--- src/inc/ovh_regs.svh ---
// constants for the overhead insert strobe port
`ifndef OVH_REGS_SVH
`define OVH_REGS_SVH

// ----------------------------------------------------------------
// frame geometry
// ----------------------------------------------------------------
`define OVH_FRAME_BITS 4296
`define OVH_ROW_BITS 472
`define OVH_ROWS_WITH_OVH 5
`define OVH_POS_W 13
`define OVH_SLOTS 56
`define OVH_SLOT_W 6

// ----------------------------------------------------------------
// slot map
// ----------------------------------------------------------------
`define OVH_SLOT_FIRST_ALIGN 6'h00
`define OVH_SLOT_SECOND_ALIGN 6'h08
`define OVH_SLOT_ERROR_MON 6'h10
`define OVH_SLOT_TRAIL_TRACE 6'h18
`define OVH_SLOT_MAINT 6'h20
`define OVH_SLOT_REMOTE_DEFECT 6'h20
`define OVH_SLOT_REMOTE_ERROR 6'h21
`define OVH_SLOT_NET_OPER 6'h28
`define OVH_SLOT_GEN_COMMS 6'h30
`define OVH_SLOT_LAST 6'h37
`define OVH_EXT_BITS 40

// ----------------------------------------------------------------
// reset values and counter width
// ----------------------------------------------------------------
`define OVH_FIRST_ALIGN_DEFAULT 8'hAA
`define OVH_SECOND_ALIGN_DEFAULT 8'h55
`define OVH_CNT_W 16

`endif

--- src/inc/ovh_pkg.sv ---
// types shared by both ends of the overhead insert strobe port
`include "ovh_regs.svh"

package ovh_pkg;

   typedef logic [`OVH_SLOT_W-1:0] slot_t;
   typedef logic [`OVH_POS_W-1:0] pos_t;

   typedef enum logic {TERM_HUNT, TERM_LOCKED} term_mode_t;

   typedef struct packed {
      pos_t pos;
      logic strobe;
      logic frame;
      logic line_data;
      logic line_ovh;
      logic line_frame;
      logic accepted;
      logic rejected;
      logic [7:0] bip_acc;
      logic [7:0] bip_last;
      logic [`OVH_CNT_W-1:0] acc_cnt;
      logic [`OVH_CNT_W-1:0] rej_cnt;
   } dev_state_t;

   typedef struct packed {
      term_mode_t mode;
      slot_t slot;
      logic ins;
      logic data;
      logic frames_seen;
   } term_state_t;

endpackage

--- src/inc/ovh_if.sv ---
// link between the device end and the terminal end
`timescale 1ns/1ps

interface ovh_if
(
   input wire logic clk_sys
);
   logic ovh_bit_in;
   logic ovh_frame_start_marker;
   logic transmit_input_clock;
   logic ovh_slot_strobe;
   logic ovh_insert_request;

   // one clock: the transmit clock is the system clock
   assign transmit_input_clock = clk_sys;

   modport dev
   (
      input ovh_bit_in,
      input transmit_input_clock,
      input ovh_insert_request,
      output ovh_frame_start_marker,
      output ovh_slot_strobe
   );

   modport term
   (
      output ovh_bit_in,
      input transmit_input_clock,
      output ovh_insert_request,
      input ovh_frame_start_marker,
      input ovh_slot_strobe
   );
endinterface

--- src/rtl/ovh_dev.sv ---
// device end: overhead slot strobes and external overhead insertion
//
// Summary of operation
// - five link signals join both ends
// - device latches insert bit on rising edge
// - terminal samples marker and strobe each period
// - strobe high one period before overhead bit
// - frame marker accompanies strobe before slot zero
// - terminal counts strobes since marked strobe
// - requested bit replaces overhead at its slot, insertable slots 24-55 only
// - slots 0-7 first alignment, not insertable
// - slots 8-15 second alignment, not insertable
// - slots 16-23 error monitor, not insertable
// - slot 23 locked; 24-31 trail trace insertable
// - slots 32-39 maintenance insertable; 32,33 indicators
// - slots 40-55 operator and comms insertable
`timescale 1ns/1ps
`include "ovh_regs.svh"

module ovh_dev
#(
   parameter int FRAME_BITS = `OVH_FRAME_BITS,
   parameter int ROW_BITS = `OVH_ROW_BITS,
   parameter logic [7:0] FIRST_ALIGN = `OVH_FIRST_ALIGN_DEFAULT,
   parameter logic [7:0] SECOND_ALIGN = `OVH_SECOND_ALIGN_DEFAULT
)
(
   input wire logic clk_sys,
   input wire logic nrst,
   ovh_if.dev link,
   input wire logic payload_bit,
   output logic payload_take,
   input wire logic [`OVH_EXT_BITS-1:0] int_ovh,
   output logic line_data,
   output logic line_ovh,
   output logic line_frame,
   output logic insert_accepted,
   output logic insert_rejected,
   output logic [`OVH_CNT_W-1:0] accepted_count,
   output logic [`OVH_CNT_W-1:0] rejected_count
);
   import ovh_pkg::*;

   // ----------------------------------------------------------------
   // slot arithmetic
   // ----------------------------------------------------------------
   function automatic pos_t next_pos(input pos_t p);
      if (p == pos_t'(FRAME_BITS - 1))
      begin
         return '0;
      end
      return p + pos_t'(1);
   endfunction

   // alignment bytes open the frame; later bytes open rows 1..5
   function automatic logic ovh_hit(input pos_t p);
      logic r;
      r = (p < pos_t'(16));
      for (int i = 1; i <= `OVH_ROWS_WITH_OVH; i++)
      begin
         if (p >= pos_t'(i * ROW_BITS) && p < pos_t'(i * ROW_BITS + 8))
         begin
            r = 1'b1;
         end
      end
      return r;
   endfunction

   function automatic slot_t ovh_slot(input pos_t p);
      slot_t s;
      s = slot_t'(p);
      for (int i = 1; i <= `OVH_ROWS_WITH_OVH; i++)
      begin
         if (p >= pos_t'(i * ROW_BITS) && p < pos_t'(i * ROW_BITS + 8))
         begin
            s = slot_t'(8 * (i + 1)) + slot_t'(p - pos_t'(i * ROW_BITS));
         end
      end
      return s;
   endfunction

   function automatic logic insertable(input slot_t s);
      // alignment and error monitor bytes carry framing integrity
      return s >= `OVH_SLOT_TRAIL_TRACE && s <= `OVH_SLOT_LAST;
   endfunction

   function automatic logic internal_bit(input slot_t s, input logic [7:0] bip,
                                         input logic [`OVH_EXT_BITS-1:0] ext);
      logic [2:0] lane;
      lane = 3'(3'h7 - s[2:0]);
      if (s < `OVH_SLOT_SECOND_ALIGN)
      begin
         return FIRST_ALIGN[lane];
      end
      if (s < `OVH_SLOT_ERROR_MON)
      begin
         return SECOND_ALIGN[lane];
      end
      if (s < `OVH_SLOT_TRAIL_TRACE)
      begin
         return bip[lane];
      end
      // slot 32 is remote defect, slot 33 remote error
      return ext[6'(6'h3F - s)];
   endfunction

   // ----------------------------------------------------------------
   // state
   // ----------------------------------------------------------------
   dev_state_t st_reg;
   dev_state_t st_next;
   pos_t pos_n;
   pos_t pos_nn;
   slot_t cur_slot;
   logic cur_ovh;
   logic bit_out;
   logic [7:0] bip_upd;
   logic ins_req;
   logic ins_bit;

   always_comb
   begin
      st_next = st_reg;
      pos_n = next_pos(st_reg.pos);
      pos_nn = next_pos(pos_n);
      cur_ovh = ovh_hit(st_reg.pos);
      cur_slot = ovh_slot(st_reg.pos);
      // request and value are taken together at the edge closing the slot
      ins_req = link.ovh_insert_request;
      ins_bit = link.ovh_bit_in;
      st_next.accepted = 1'b0;
      st_next.rejected = 1'b0;
      st_next.pos = pos_n;
      // strobe leads the overhead bit by exactly one period
      st_next.strobe = ovh_hit(pos_nn);
      st_next.frame = ovh_hit(pos_nn) && ovh_slot(pos_nn) == `OVH_SLOT_FIRST_ALIGN;
      if (cur_ovh)
      begin
         bit_out = internal_bit(cur_slot, st_reg.bip_last, int_ovh);
         if (ins_req && insertable(cur_slot))
         begin
            bit_out = ins_bit;
            st_next.accepted = 1'b1;
            st_next.acc_cnt = st_reg.acc_cnt + 16'h0001;
         end
         else if (ins_req)
         begin
            st_next.rejected = 1'b1;
            st_next.rej_cnt = st_reg.rej_cnt + 16'h0001;
         end
      end
      else
      begin
         bit_out = payload_bit;
      end
      st_next.line_data = bit_out;
      st_next.line_ovh = cur_ovh;
      st_next.line_frame = (st_reg.pos == '0);
      // bit-interleaved parity over the whole frame, lane by bit position
      bip_upd = st_reg.bip_acc ^ (8'(bit_out) << (3'h7 - st_reg.pos[2:0]));
      if (st_reg.pos == pos_t'(FRAME_BITS - 1))
      begin
         st_next.bip_last = bip_upd;
         st_next.bip_acc = 8'h00;
      end
      else
      begin
         st_next.bip_acc = bip_upd;
      end
   end

   // reset lands on the last payload bit with the frame strobe showing,
   // so the very first slot already has its one-period warning
   always_ff @(posedge clk_sys or negedge nrst)
   begin
      if (!nrst)
      begin
         // a shortened frame must restart from its own last position
         st_reg <= '{pos: pos_t'(FRAME_BITS - 1),
                     strobe: 1'b1,
                     frame: 1'b1,
                     line_data: 1'b0,
                     line_ovh: 1'b0,
                     line_frame: 1'b0,
                     accepted: 1'b0,
                     rejected: 1'b0,
                     bip_acc: 8'h00,
                     bip_last: 8'h00,
                     acc_cnt: 16'h0000,
                     rej_cnt: 16'h0000};
      end
      else
      begin
         st_reg <= st_next;
      end
   end

   // ----------------------------------------------------------------
   // outputs
   // ----------------------------------------------------------------
   assign link.ovh_slot_strobe = st_reg.strobe;
   assign link.ovh_frame_start_marker = st_reg.frame;
   assign payload_take = !cur_ovh;
   assign line_data = st_reg.line_data;
   assign line_ovh = st_reg.line_ovh;
   assign line_frame = st_reg.line_frame;
   assign insert_accepted = st_reg.accepted;
   assign insert_rejected = st_reg.rejected;
   assign accepted_count = st_reg.acc_cnt;
   assign rejected_count = st_reg.rej_cnt;

endmodule

--- src/flat_wrapper.sv ---
// flat-port wrapper written by rule: the top's interface ports become plain ports
module ovh_dev_flat import ovh_pkg::*;
#(
   parameter int FRAME_BITS = `OVH_FRAME_BITS,
   parameter int ROW_BITS = `OVH_ROW_BITS,
   parameter logic [7:0] FIRST_ALIGN = `OVH_FIRST_ALIGN_DEFAULT,
   parameter logic [7:0] SECOND_ALIGN = `OVH_SECOND_ALIGN_DEFAULT
)
  (clk_sys, nrst, payload_bit, payload_take, int_ovh, line_data, line_ovh, line_frame, insert_accepted, insert_rejected, accepted_count, rejected_count, link_ovh_bit_in, link_ovh_insert_request, link_ovh_frame_start_marker, link_ovh_slot_strobe);
  ovh_if link_i (.clk_sys(clk_sys));
  input wire logic clk_sys;
  input wire logic nrst;
  input wire logic payload_bit;
  output logic payload_take;
  input wire logic [`OVH_EXT_BITS-1:0] int_ovh;
  output logic line_data;
  output logic line_ovh;
  output logic line_frame;
  output logic insert_accepted;
  output logic insert_rejected;
  output logic [`OVH_CNT_W-1:0] accepted_count;
  output logic [`OVH_CNT_W-1:0] rejected_count;
  input wire logic [$bits(link_i.ovh_bit_in)-1:0] link_ovh_bit_in;
  input wire logic [$bits(link_i.ovh_insert_request)-1:0] link_ovh_insert_request;
  output wire logic [$bits(link_i.ovh_frame_start_marker)-1:0] link_ovh_frame_start_marker;
  output wire logic [$bits(link_i.ovh_slot_strobe)-1:0] link_ovh_slot_strobe;
  assign link_i.ovh_bit_in = link_ovh_bit_in;
  assign link_i.ovh_insert_request = link_ovh_insert_request;
  assign link_ovh_frame_start_marker = link_i.ovh_frame_start_marker;
  assign link_ovh_slot_strobe = link_i.ovh_slot_strobe;
  ovh_dev #(.FRAME_BITS(FRAME_BITS), .ROW_BITS(ROW_BITS), .FIRST_ALIGN(FIRST_ALIGN), .SECOND_ALIGN(SECOND_ALIGN)) u_core (.clk_sys(clk_sys), .nrst(nrst), .link(link_i), .payload_bit(payload_bit), .payload_take(payload_take), .int_ovh(int_ovh), .line_data(line_data), .line_ovh(line_ovh), .line_frame(line_frame), .insert_accepted(insert_accepted), .insert_rejected(insert_rejected), .accepted_count(accepted_count), .rejected_count(rejected_count));
endmodule
--- config.mk ---
export PLATFORM = sky130hd
export DESIGN_NAME = ovh_dev_flat
export DESIGN_NICKNAME = d
export VERILOG_FILES = /design/src/inc/ovh_pkg.sv /design/src/inc/ovh_if.sv /design/src/rtl/ovh_dev.sv /design/src/flat_wrapper.sv
export VERILOG_INCLUDE_DIRS = /design/src /design/src/inc
export SDC_FILE = /design/constraint.sdc
export NUM_CORES = 1
export LEC_CHECK = 0
export BUFFER_PORTS_ARGS = -buffer_cell sky130_fd_sc_hd__buf_2
export CAP_MARGIN = 5
export CORE_MARGIN = 2
export CORE_UTILIZATION = 60
export DETAILED_ROUTE_END_ITERATION = 16
export PLACE_DENSITY_LB_ADDON = 0.2
export SLEW_MARGIN = 20
export SYNTH_ARGS = -nofsm -noshare
export SYNTH_HDL_FRONTEND = slang
export SYNTH_SLANG_ARGS = --single-unit
--- constraint.sdc ---
create_clock -name clk_sys -period 7.16 [get_ports clk_sys]
set_input_delay 0.716 -clock clk_sys [delete_from_list [all_inputs] [get_ports clk_sys]]
set_output_delay 0.716 -clock clk_sys [all_outputs]
set_load 0.02 [all_outputs]
### Word level (Yosys, flattened, before mapping)

Memories as Yosys holds them, arrays and structs flattened.
Cells that the tools add are included.

| word-level totals | value |
|---|---|
| register bits | 68 |
| latch bits | 0 |
| memory bits (writable) | 0 |
| memory bits (read-only) | 16 |
| input port bits | 45 |
| output and inout bits | 40 |
| memories kept | 2 |

Memory list:

| memory | depth | width | read ports | clocked after memory_dff | write ports | RTL line | RTL |
|---|---|---|---|---|---|---|---|
| (no name shown) | 8 | 1 | 1 | 0 | 0 | ovh_dev.sv:97 | `return SECOND_ALIGN[lane];` |
| (no name shown) | 8 | 1 | 1 | 0 | 0 | ovh_dev.sv:93 | `return FIRST_ALIGN[lane];` |

| operators by class | value |
|---|---|
| add/sub/neg operators | 27 |
| $mul | 0 |
| div/mod/pow operators | 0 |
| $lt $le $gt $ge | 29 |
| equal/unequal tests | 2 |
| shift operators | 1 |
| mux-type cells | 54 |
| bitwise operators | 2 |
| reduce and logical (&&, ||, !) cells | 18 |

Operators with widths:

| kind | count |
|---|---|
| 6-bit 2-to-1 mux | 10 |
| 13-bit by 11-bit greater-or-equal comparator with 1-bit output (second input constant) | 4 |
| 13-bit by 11-bit < comparator with 1-bit output (second input constant) | 4 |
| 13-bit 2-to-1 mux | 4 |
| 6-bit adder (first input constant) | 6 |
| 1-bit 2-to-1 mux | 36 |
| 6-bit subtractor (second input constant) | 6 |
| 16-bit by 1-bit adder with 16-bit output (second input constant) | 2 |
| 13-bit by 1-bit adder with 13-bit output (second input constant) | 2 |
| 13-bit == test (second input constant) | 2 |
| 13-bit by 10-bit greater-or-equal comparator with 1-bit output (second input constant) | 2 |
| 13-bit by 12-bit greater-or-equal comparator with 1-bit output (second input constant) | 2 |
| 13-bit by 9-bit greater-or-equal comparator with 1-bit output (second input constant) | 2 |
| 13-bit by 10-bit < comparator with 1-bit output (second input constant) | 2 |
| 13-bit by 12-bit < comparator with 1-bit output (second input constant) | 2 |
| 13-bit by 5-bit < comparator with 1-bit output (second input constant) | 2 |
| 13-bit by 9-bit < comparator with 1-bit output (second input constant) | 2 |
| 5-bit by 6-bit adder with 6-bit output (first input constant) | 4 |
| 1-bit logical AND | 13 |
| 13-bit zero test | 1 |
| 6-bit by 5-bit < comparator with 1-bit output (second input constant) | 2 |
| 6-bit by 4-bit subtractor with 6-bit output (second input constant) | 2 |
| 6-bit by 5-bit subtractor with 6-bit output (second input constant) | 2 |
| 8-bit 2-to-1 mux | 1 |
| other kinds (17) | 18 |

### Depth between registers and ports, before layout

Gate-level depths: netlist (run 1).

| logic depth | value |
|---|---|
| word-level depth | 23 |
| gate-level depth with buffers | 17 |
| mapped depth without buffers | 16 |

### Worst setup path after synthesis (run 1)

OpenSTA, ideal clock, no wires.

| path | value |
|---|---|
| path kind | register to register |
| from | register u_core.st_reg[55] (netlist bit) |
| to | register u_core.st_reg[38] (netlist bit) |
| library setup time | 0.132 ns |
| data arrival time | 3.721 ns |
| required time | 7.028 ns |
| slack | 3.307 ns |
| cell stages (with the launch flop) | 16 |
| path buffers | 2 |
| period minus slack after synthesis | 3.853 ns |
| cells stage by stage | dfstp_2 -> buf_2 -> buf_2 -> inv_1 -> ha_1 -> nand3b_1 -> nand2_1 -> a21o_2 -> nor4_2 -> nor2_4 -> nor3_1 -> and4bb_4 -> a2111oi_4 -> or3_1 -> xor2_1 -> o21ai_1 |

| between the ends | value |
|---|---|
| word-level cells in the longest chain between the ends | 20 |
| elaborated cells between the ends (all ways) | 74 |
| classes of those cells | 13 x add/sub; 16 x order compare; 1 x eq/ne; 1 x shift; 33 x mux; 1 x bitwise; 7 x reduce/logical; 2 x memory |

RTL lines:

| what | RTL line | RTL |
|---|---|---|
| start, declared | ovh_dev.sv:110 | `dev_state_t st_reg;` |
| start signal, assigned | ovh_dev.sv:179 | `st_reg <= '{pos: pos_t'(FRAME_BITS - 1),` |
| start signal, assigned | ovh_dev.sv:194 | `st_reg <= st_next;` |
| 6-bit by 5-bit subtractor with 6-bit output (tied with other cells) | ovh_dev.sv:76 | `s = slot_t'(8 * (i + 1)) + slot_t'(p - pos_t'(i * ROW_BITS));` |
| 5-bit by 6-bit adder with 6-bit output or 1-bit logical AND (tied branches) | ovh_dev.sv:76, ovh_dev.sv:61, ovh_dev.sv:74 |  |
| 6-bit 2-to-1 mux (5 in a row) | ovh_dev.sv:74 | `if (p >= pos_t'(i * ROW_BITS) && p < pos_t'(i * ROW_BITS + 8))` |
| 3-bit subtractor | ovh_dev.sv:90 | `lane = 3'(3'h7 - s[2:0]);` |
| memory 8 x 1 bit | -- |  |
| 1-bit 2-to-1 mux (not written as such) | ovh_dev.sv:93 |  |
| 1-bit 2-to-1 mux | ovh_dev.sv:91 | `` if (s < `OVH_SLOT_SECOND_ALIGN) `` |
| 1-bit 2-to-1 mux | ovh_dev.sv:95 | `` if (s < `OVH_SLOT_ERROR_MON) `` |
| 1-bit 2-to-1 mux | ovh_dev.sv:99 | `` if (s < `OVH_SLOT_TRAIL_TRACE) `` |
| 1-bit 2-to-1 mux | ovh_dev.sv:104 | `return ext[6'(6'h3F - s)];` |
| 1-bit 2-to-1 mux | ovh_dev.sv:99 |  |
| 1-bit 2-to-1 mux | ovh_dev.sv:95 |  |
| 1-bit 2-to-1 mux | ovh_dev.sv:140 | `if (ins_req && insertable(cur_slot))` |
| 1-bit 2-to-1 mux | ovh_dev.sv:137 | `if (cur_ovh)` |
| 1-bit by 3-bit << shifter with 8-bit output | ovh_dev.sv:160 | `bip_upd = st_reg.bip_acc ^ (8'(bit_out) << (3'h7 - st_reg.pos[2:0]));` |
| 8-bit XOR | ovh_dev.sv:160 |  |

Parallel ways exist; a longest one is shown, timed or not. The select of a mux whose other input is x is not followed.
A chain may end at the register's enable or synchronous reset.

==> results of run 1 <==
-- report_power, final --
part	leakage, nW	internal (mW)	switching, mW	total [mW]
registers	0.829	0.406	0.0222	0.428
clock network	0.0958	0.163	0.155	0.318
logic	1.41	0.0409	0.0486	0.0895
-- through the flow --
stage	total power, mW	cells	utilization
after floorplan	0.501	510	-
after global placement	0.522	647	0.634
after detailed placement	0.526	647	0.634
after CTS	0.843	663	0.659
after global routing	0.880	663	0.659
final	0.836	663	0.659
-- metal layers --
metal	track usage	part of all wire	routed length, um
met3	0.0335	0.043	476
met5	0	0	0
met4	0.0845	0.012	137
met1	0.339	0.43	4830
met2	0.431	0.51	5740
-- cell usage after synthesis (all sizes together) (6+ instances only) --
master / n / area (um2)
a21oi: 6 / 30.0
nand4: 14 / 87.6
inv: 17 / 63.8
nor2: 40 / 168
nor3b: 7 / 52.6
o21ai: 19 / 95.1
ha: 12 / 150
nand3: 28 / 163
or3: 7 / 48.8
xnor2: 43 / 377
nor3: 28 / 161
xor2: 21 / 184
dfstp: 8 / 210
buf: 47 / 338
nor4: 16 / 143
and3: 9 / 56.3
clkbuf: 6 / 23.8
mux4: 12 / 270
nand2: 39 / 146
dfrtp: 60 / 1500
-- cells in the final DEF, fill, tap and decap left out, types with 3 or more instances in the layout --
cell type  instances
buf_2             84
dfrtp_1           60
xnor2_1           43
nand2_1           39
nor2_1            37
nand3_1           25
nor3_1            25
xor2_1            21
inv_1             17
nand4_1           14
nor4_1            12
mux4_2            12
ha_1              12
o21ai_1           11
and3_1             9
clkbuf_8           9
o21ai_0            8
dfstp_2            8
nor3b_1            7
or3_1              6
a21oi_1            6
nand2b_1           5
and4_1             3
nor2b_1            3
or2_2              3
nand3b_1           3
o32ai_2            3
mux2_2             3
nor4b_2            3
and2_1             3
-- final cells by class --
type	count	area (um2)	share of cell area
Clock buffer	9	124	0.0231
Clock inverter	7	76.3	0.0142
Inverter	17	63.8	0.0119
Multi-Input combinational cell	372	2820	0.527
Sequential cell	68	1710	0.319
Tap cell	105	131	0.0245
Timing Repair Buffer	85	428	0.0799
-- worst max path at each step --
stage                      startpoint                                  to  slack (ns)  depth (start not counted)
floorplan           u_core.st_reg[55]                   u_core.st_reg[38]        3.31                         15
global placement    u_core.st_reg[55]  u_core.link.ovh_frame_start_marker        2.72                         14
detailed placement  u_core.st_reg[55]  u_core.link.ovh_frame_start_marker        2.42                         14
CTS                 u_core.st_reg[55]  u_core.link.ovh_frame_start_marker        2.41                         14
global route        u_core.st_reg[55]  u_core.link.ovh_frame_start_marker        1.81                         14
finish              u_core.st_reg[55]  u_core.link.ovh_frame_start_marker        2.37                         14
-- critical path, cell delays in order, from the launching register on --
cell and delay, ns:
dfstp_2 0.93, ha_1 0.41, nor4bb_1 0.28, and4_1 0.55, nor3b_1 0.15, or2_2 0.39, nand4b_1 0.19, and2_1 0.23
inv_1 0.08, ha_1 0.22, a2111oi_0 0.63, a21oi_1 0.15, o21ai_1 0.13, o21ai_0 0.12, a221oi_2 0.25
-- kinds of logic (layout without fill, tap and decap cells) --
kind of cell | Yosys count | in the layout
XOR/XNOR | 64 | 64
multiplexers | 15 | 15
flip-flops | 68 | 68
AO/OA/AOI/OAI | 56 | 56
adder cells (fa/ha/maj) | 12 | 12
buffers and inverters | 70 | 118
AND/OR/NAND/NOR | 225 | 225
==> metrics, run 1 <==
R2R Setup Slk about 2.4 ns; P per Cell Area roughly 160 nW/um2; Core Rows 33; vias in the first global route 3,844; pre-CTS WS ~2.4 ns; initial antenna violation count 0; distinct cell type count after synthesis between 70 and 80; leakage power total 2.33 nW; unrepaired setup endpoints after global routing no; Initial Util 0.610; fin. max-slew vios 0; total global-route track usage 0.255; DIE WIDTH ~95 um; Tmin final roughly 4.8 ns; largest net degree at the start of global routing between 60 and 70; FF+latch count, synth 68; Setup Skew ~0.011 ns; setup slack after layout 2.37 ns; Register-to-Register Path Depth 14; post-synthesis net count 567; final WL between 10 and 15 mm; total iterations of the first detailed-routing run 5; Worst Setup Start Kind register; Reg-to-Reg Start u_core.st_reg[55]; hold depth 1; maximum fanout along the worst path 24; largest family of logic cells by synthesized area simple AND/OR/NAND/NOR gates; XOR/XNOR Fraction of Synth Area 0.113; WL per Instance 16.9 um; max reg flops 29; Top FF cell, synth dfrtp_1; crit path DAT roughly 5 ns; CTS sink cnt just under 70; fin area between 5000 and 6000 um2; nets@finish 610; Yosys warning count 0; core area just over 8000 um2; hold_ws between 0.4 and 0.5 ns; initial detailed-routing violation count between 150 and 200; Setup violations, final 0; Max Root-Sink Buffers 2; worst skew pair latency 0.33 ns; WHS Endpoint u_core.rejected_count[15]; total CTS buffers 9; ys async rst share 1.00; P&R area growth vs syn 8.02%; Cell Area, Synth 4960 um2; final setup TNS 0 ns; Worst-Margin Slew roughly 0.84 ns; H-tree levels 3; Antenna Cells 0; die height around 95 um; Slew HR 0.443; Post-Synth Adder-Cell Area 0.0303; Fin. Hold Viols 0; HPWL after detailed placement roughly 8.4 mm; Fmax achieved 0.209 GHz; Vias/cell around 6; drc violations 0; simple-gate share of the synthesized area 0.273; Max Cap Viol 0; hold crit path type register to register; cells after synthesis ~500; Layout fillers ~670; critical path class register to register; Crit Reg-Reg Endpoint u_core.link.ovh_frame_start_marker; first-pass GRT wire length 18.2 mm; number of synthesized flops with an enable pin 0; Post-DP Area 5160 um2; via count between 3,000 and 4,000; status complete, no violations; post-synthesis mux area share 0.0613; Worst-path clk slew around 0.080 ns; gr ovfl total 0; layout cells sized above 1 0.285; Port-buffer cells 84; hold_buf cts 0; CP endpoint kind register; die area approximately 9000 um2; CTS tree done; post-CTS setup buffer count 0; Final GP Congestion about 0.84; post-cts repair resize count 0; Compound-Gate Fraction of Synth Area 0.0911; syn avg cell area approximately 9.7 um2; Hold Crit Start u_core.rejected_count[15]; Req. time, crit path around 7.4 ns; VDD IR max 88.4 uV; antenna-violating nets left 0; root buf cell clkbuf_8; num ports between 80 and 90; period utilization 0.669; post-synthesis sequential area ratio 0.345
Power figures use the tool's default switching activity.
==> run 2, diff against run 1 <==
--- a/config.mk
+++ b/config.mk
@@ -9,7 +9,7 @@
 export BUFFER_PORTS_ARGS = -buffer_cell sky130_fd_sc_hd__buf_2
 export CAP_MARGIN = 5
 export CORE_MARGIN = 2
-export CORE_UTILIZATION = 60
+export CORE_UTILIZATION = 57
 export DETAILED_ROUTE_END_ITERATION = 16
 export PLACE_DENSITY_LB_ADDON = 0.2
 export SLEW_MARGIN = 20
==> constraint.sdc (replaced) <==
create_clock -name clk_sys -period 4.7 [get_ports clk_sys]
set_input_delay 0.47 -clock clk_sys [delete_from_list [all_inputs] [get_ports clk_sys]]
set_output_delay 0.47 -clock clk_sys [all_outputs]
set_load 0.02 [all_outputs]
==> run 2 against run 1 <==
Compared with the run above:
- final area is 2.5% higher
- via count decreased by 1.3%
- critical path type unchanged
- clock power grew 120%
- utilization decreased by 2.0 points
- first-iteration DRC count is 2.1% higher
- fmax increased by 10%
==> metrics, run 2 (same netlist as run 1, synthesis figures left out) <==
commonest non-fill, non-tap cell in the layout buf_2 (unchanged); Fin. Hold Viols 0 (unchanged); R2R Setup Slk 0.36 ns (was 2.37 ns); Worst Setup Start Kind register (unchanged); hold_buf cts 0 (unchanged); via count 3,916 (was 3,969); status complete, no violations (unchanged); Max Cap Viol 0 (unchanged); Final GP Congestion 0.844 (was 0.835); critical path class register to register (unchanged); total iterations of the first detailed-routing run 4 (was 5); CP endpoint kind register (unchanged); Inst Count DP 654 (was 647); Vias/cell 5.84 (was 5.99); DIE WIDTH 97.3 um (was 94.9 um); final setup TNS 0 ns (unchanged); WL per Instance 16.5 um (was 16.9 um); VDD IR max 157 uV (was 88.4 uV); most frequent cells in the layout 83 x buf_2, 60 x dfrtp_1, 43 x xnor2_1, 39 x nand2_1, 37 x nor2_1 (was 84 x buf_2, 60 x dfrtp_1, 43 x xnor2_1, 39 x nand2_1, 37 x nor2_1); HPWL after detailed placement 8.27 mm (was 8.37 mm); Worst-path clk slew 0.08 ns (about the same); unrepaired setup endpoints after global routing no (unchanged); Port-buffer cells 84 (unchanged); core area 8590 um2 (was 8130 um2); Core Rows 34 (was 33); leakage power total 2.40 nW (was 2.33 nW); worst skew pair latency 0.34 ns (was 0.33 ns); hold crit path type input pin to async pin (was register to register); Sw Ratio 0.228 (was 0.271); num ports 85 (unchanged); antenna-violating nets left 0 (unchanged); CP max stage delay 0.84 ns (was 0.93 ns); final WL 11.1 mm (was 11.2 mm); Clk pwr share 0.472 (was 0.380); initial antenna violation count 0 (unchanged); nets@finish 614 (was 610); first-pass GRT wire length 19.0 mm (was 18.2 mm); combinational share of power 0.091 (was 0.107); crit path DAT 4.60 ns (was 5.04 ns); Initial Util 0.577 (was 0.610); part of the power in registers 0.437 (was 0.513); Fmax achieved 0.230 GHz (was 0.209 GHz); max reg flops 29 (unchanged); CTS sink cnt 68 (unchanged); H-tree levels 3 (unchanged); post-CTS setup buffer count 0 (unchanged); Pint 1.16 mW (was 0.610 mW); vias in the first global route 3,950 (was 3,844); Post-DP Area 5190 um2 (was 5160 um2); layout cells sized above 1 0.290 (was 0.285); die area 9460 um2 (was 9010 um2); P per Cell Area 273 nW/um2 (was 156 nW/um2); Req. time, crit path 4.96 ns (was 7.40 ns); fin area 5490 um2 (was 5360 um2); root buf cell clkbuf_8 (unchanged); post-layout util 0.639 (was 0.659); Power, Total 1.50 mW (was 0.836 mW); die height 97.3 um (was 94.9 um); initial detailed-routing violation count 194 (was 190); Setup violations, final 0 (unchanged); drc violations 0 (unchanged); largest net degree at the start of global routing 47 (was 69); CTS tree done (unchanged); Worst-Margin Slew 0.721 ns (was 0.836 ns); Slowest-stage cell, CP dfstp_2 (unchanged); fin. max-slew vios 0 (unchanged); Slew HR 0.520 (was 0.443); post-cts repair resize count 0 (unchanged); CP cell instances ha_1, nand3_2, or3_1, and2_1, or4_4, xnor2_1, or2_2, a2111oi_0, a21oi_1, o21ai_1, o21ai_0, a221oi_2 (was ha_1, nor4bb_1, and4_1, nor3b_1, or2_2, nand4b_1, and2_1, inv_1, ha_1, a2111oi_0, a21oi_1, o21ai_1, o21ai_0, a221oi_2); Antenna Cells 0 (unchanged); period utilization 0.924 (was 0.669); Net Sw Power 0.341 mW (was 0.226 mW); Setup Skew 0.0121 ns (was 0.0105 ns); P&R area growth vs syn 10.7% (was 8.02%); Tmin final 4.34 ns (was 4.79 ns); total CTS buffers 9 (unchanged); maximum fanout along the worst path 22 (was 24); Max Root-Sink Buffers 2 (unchanged); total global-route track usage 0.244 (was 0.255); Final Non-Filler Cells 670 (was 663); gr ovfl total 0 (unchanged)
run 2: cell type report:
| cell class | count | area, um2 |
|---|---|---|
| Clock buffer | 10 | 138 |
| Sequential cell | 68 | 1710 |
| Tap cell | 108 | 135 |
| Multi-Input combinational cell | 372 | 2820 |
| Fill cell | 741 | 3100 |
| Inverter | 17 | 63.8 |
| Timing Repair Buffer | 89 | 460 |
| Clock inverter | 6 | 159 |
run 2: power groups by stage:
| stage | Clock [mW] | Sequential, mW | Combinational, mW |
|---|---|---|---|
| floorplan | 0 | 0.657 | 0.106 |
| global placement | 0 | 0.662 | 0.133 |
| detailed placement | 0 | 0.663 | 0.137 |
| CTS | 0.716 | 0.655 | 0.138 |
| global route | 0.743 | 0.660 | 0.150 |
| finish | 0.707 | 0.654 | 0.136 |
run 2: metrics by stage:
stage / hold slack, ns / worst slack, ns
4_1_cts: 0.349 / 0.452
3_5_place_dp: 0.458 / 0.475
2_1_floorplan: 0.174 / 0.847
5_1_grt: 0.163 / 0.0272
3_3_place_gp: 0.451 / 0.629
6_report: 0.115 / 0.358
run 2: worst paths after layout:
kind,start,end,depth (start not counted)
min reg2reg,u_core.accepted_count[15],u_core.accepted_count[15],1
min in group clk_sys,u_core.accepted_count[15],u_core.accepted_count[15],1
min,nrst,u_core.accepted_count[4],1
max in group asynchronous,nrst,u_core.rejected_count[12],2
max,u_core.st_reg[56],u_core.link.ovh_frame_start_marker,12
max reg2reg,u_core.st_reg[56],u_core.link.ovh_frame_start_marker,12
run 2: critical path: cells and delay by family (launching register included):
family	cells	cell delay, ns
and+or+nand+nor	5	1.64
AOI/OAI and AO/OA	5	1.20
DFF	1	0.84
adders and majority gates	1	0.39
xor gates and xnor gates	1	0.17
run 2: metal layers:
layer  track usage  share of wire  up-vias
met4        0.0716          0.011        0
met3        0.0374          0.044       12
met2         0.422           0.51      101
met1         0.318           0.43     1903
met5             0              0        -
li1              -              -     1900
==> run 3, diff against run 2 <==
--- a/config.mk
+++ b/config.mk
@@ -9,10 +9,10 @@
 export BUFFER_PORTS_ARGS = -buffer_cell sky130_fd_sc_hd__buf_2
 export CAP_MARGIN = 5
 export CORE_MARGIN = 2
-export CORE_UTILIZATION = 57
+export CORE_UTILIZATION = 60
 export DETAILED_ROUTE_END_ITERATION = 16
 export PLACE_DENSITY_LB_ADDON = 0.2
-export SLEW_MARGIN = 20
+export SLEW_MARGIN = 15
 export SYNTH_ARGS = -nofsm -noshare
 export SYNTH_HDL_FRONTEND = slang
 export SYNTH_SLANG_ARGS = --single-unit
==> constraint.sdc (replaced) <==
create_clock -name clk_sys -period 5 [get_ports clk_sys]
set_input_delay 0.5 -clock clk_sys [delete_from_list [all_inputs] [get_ports clk_sys]]
set_output_delay 0.5 -clock clk_sys [all_outputs]
set_load 0.02 [all_outputs]
==> run 3 against run 2 <==
Compared with the run above:
- power fell by 20%
- global-route usage rose by 0.49 points
- combinational power fell by 6%
- setup slack improved by 0.28 ns
- routed wire length fell by 0.55%
- cell count fell by 0.90%
- non-clock buffer count fell by 3
- worst hold slack improved by 0.22 ns
- count of clock-buffer cells in the layout did not move
==> metrics, run 3 (same netlist as run 1, synthesis figures left out) <==
root buf cell clkbuf_8 (unchanged); die area 9010 um2 (was 9460 um2); CTS tree done (unchanged); critical path class register to register (unchanged); post-cts repair resize count 0 (unchanged); Slowest-stage cell, CP dfstp_2 (unchanged); Slew HR 0.449 (was 0.520); Antenna Cells 0 (unchanged); Pint 0.884 mW (was 1.16 mW); unrepaired setup endpoints after global routing no (unchanged); part of the power in registers 0.512 (was 0.437); fin. max-slew vios 0 (unchanged); leakage power total 2.34 nW (was 2.40 nW); HPWL after detailed placement 8.00 mm (was 8.27 mm); Sw Ratio 0.262 (was 0.228); Vias/cell 5.92 (was 5.84); worst skew pair latency 0.34 ns (about the same); via count 3,932 (was 3,916); hold_buf cts 0 (unchanged); VDD IR max 123 uV (was 157 uV); Layout fillers 632 (was 741); hold crit path type input pin to async pin (unchanged); Net Sw Power 0.314 mW (was 0.341 mW); nets@finish 611 (was 614); setup slack after layout 0.641 ns (was 0.358 ns); combinational share of power 0.107 (was 0.091); core area 8130 um2 (was 8590 um2); Setup violations, final 0 (unchanged); Worst-Margin Slew 0.827 ns (was 0.721 ns); P per Cell Area 223 nW/um2 (was 273 nW/um2); initial antenna violation count 0 (unchanged); num ports 85 (unchanged); initial detailed-routing violation count 154 (was 194); CP cell instances ha_1, nand3_2, nor4_1, nor3b_1, or2_2, nand4b_1, and2_1, inv_1, ha_1, a2111oi_0, a211o_1, or3_1, o21ai_1, a221oi_2 (was ha_1, nand3_2, or3_1, and2_1, or4_4, xnor2_1, or2_2, a2111oi_0, a21oi_1, o21ai_1, o21ai_0, a221oi_2); max reg flops 29 (unchanged); CP max stage delay 0.94 ns (was 0.84 ns); pre-CTS WS 0.691 ns (was 0.475 ns); most frequent cells in the layout 84 x buf_2, 60 x dfrtp_1, 43 x xnor2_1, 39 x nand2_1, 37 x nor2_1 (was 83 x buf_2, 60 x dfrtp_1, 43 x xnor2_1, 39 x nand2_1, 37 x nor2_1); CP endpoint kind register (unchanged); total CTS buffers 9 (unchanged); R2R Setup Slk 0.64 ns (was 0.36 ns); hold_ws 0.336 ns (was 0.115 ns); final setup TNS 0 ns (unchanged); largest net degree at the start of global routing 69 (was 47); total iterations of the first detailed-routing run 5 (was 4); area of the multi-input gates 2820 um2 (unchanged); Crit Reg-Reg Endpoint u_core.link.ovh_frame_start_marker (unchanged); Fmax achieved 0.229 GHz (was 0.230 GHz); Worst Setup Start Kind register (unchanged); layout cells sized above 1 0.286 (was 0.290); first-pass GRT wire length 17.7 mm (was 19.0 mm); Critical path origin u_core.st_reg[55] (was u_core.st_reg[56]); Power, Total 1.20 mW (was 1.50 mW); period utilization 0.872 (was 0.924); post-CTS setup buffer count 0 (unchanged); Final Non-Filler Cells 664 (was 670); die height 94.9 um (was 97.3 um); most used cell, CP ha_1; antenna-violating nets left 0 (unchanged); Max Root-Sink Buffers 2 (unchanged); Setup Skew 0.0112 ns (was 0.0121 ns); commonest non-fill, non-tap cell in the layout buf_2 (unchanged); Storage cell area 1710 um2 (unchanged); crit path DAT 4.61 ns (was 4.60 ns); gr ovfl total 0 (unchanged); Req. time, crit path 5.25 ns (was 4.96 ns); drc violations 0 (unchanged); maximum fanout along the worst path 24 (was 22); Fin. Hold Viols 0 (unchanged); total global-route track usage 0.249 (was 0.244); status complete, no violations (unchanged); Register-to-Register Path Depth 14 (was 12); WL per Instance 16.6 um (was 16.5 um); Worst-path clk slew 0.08 ns (about the same); P&R area growth vs syn 8.20% (was 10.7%); Core Rows 33 (was 34); final WL 11.0 mm (was 11.1 mm); Inst Count DP 648 (was 654); Clk pwr share 0.381 (was 0.472); vias in the first global route 3,732 (was 3,950); H-tree levels 3 (unchanged); Reg-to-Reg Start u_core.st_reg[55] (was u_core.st_reg[56]); Max Cap Viol 0 (unchanged); Final GP Congestion 0.862 (was 0.844); CTS sink cnt 68 (unchanged); Port-buffer cells 84 (unchanged); Initial Util 0.610 (was 0.577); DIE WIDTH 94.9 um (was 97.3 um); Tmin final 4.36 ns (was 4.34 ns)
run 3: cell count changes in the layout (fill, tap and decap cells not counted):
cell | before | now
buf_4 | 6 | 2
bufinv_16 | 5 | 1
clkinv_2 | 0 | 2
clkinvlp_4 | 0 | 2
buf_2 | 83 | 84
run 3: stage by stage:
step,instance area [um2],utilization
3_3_place_gp,5160,0.635
3_5_place_dp,5160,0.635
2_1_floorplan,4960,-
4_1_cts,5370,0.660
5_1_grt,5370,0.660
6_report,5370,0.660
run 3: final cells by class:
class	count	share of cell area
clock inverter	6	0.0119
inverter	17	0.0119
sequential	68	0.319
tap	105	0.0245
multi-input combinational	372	0.526
clock buffer	10	0.0256
timing repair buffer	86	0.0811
run 3: worst max path at each step:
stage                                                    end  slack (ns)  cells past startpoint
after global routing      u_core.link.ovh_frame_start_marker        0.17                     14
after CTS                 u_core.link.ovh_frame_start_marker        0.68                     14
after floorplan                            u_core.st_reg[38]        1.15                     15
after detailed placement  u_core.link.ovh_frame_start_marker        0.69                     14
after global placement    u_core.link.ovh_frame_start_marker        0.79                     12
final                     u_core.link.ovh_frame_start_marker        0.64                     14
run 3: power by group through the flow:
| stage | registers (mW) | logic [mW] | clock network [mW] |
|---|---|---|---|
| after floorplan | 0.618 | 0.100 | 0 |
| after global placement | 0.622 | 0.124 | 0 |
| after detailed placement | 0.623 | 0.127 | 0 |
| after CTS | 0.613 | 0.130 | 0.467 |
| after global routing | 0.617 | 0.144 | 0.494 |
| final | 0.613 | 0.128 | 0.456 |
run 3: worst max-delay path: cells and delay by family, from the launching register on:
| kind | cells | cell delay, ns |
|---|---|---|
| compound gates | 4 | 1.02 |
| fa+ha+maj | 2 | 0.61 |
| buf+inv | 1 | 0.07 |
| flops | 1 | 0.94 |
| simple gates | 7 | 1.63 |
run 3: layer usage:
| layer | wire [um] | vias to the layer above | track usage |
|---|---|---|---|
| met1 | 4840 | 1907 | 0.340 |
| met5 | 0 | - | 0 |
| met3 | 515 | 11 | 0.0383 |
| li1 | - | 1886 | - |
| met2 | 5540 | 128 | 0.404 |
| met4 | 109 | 0 | 0.0857 |
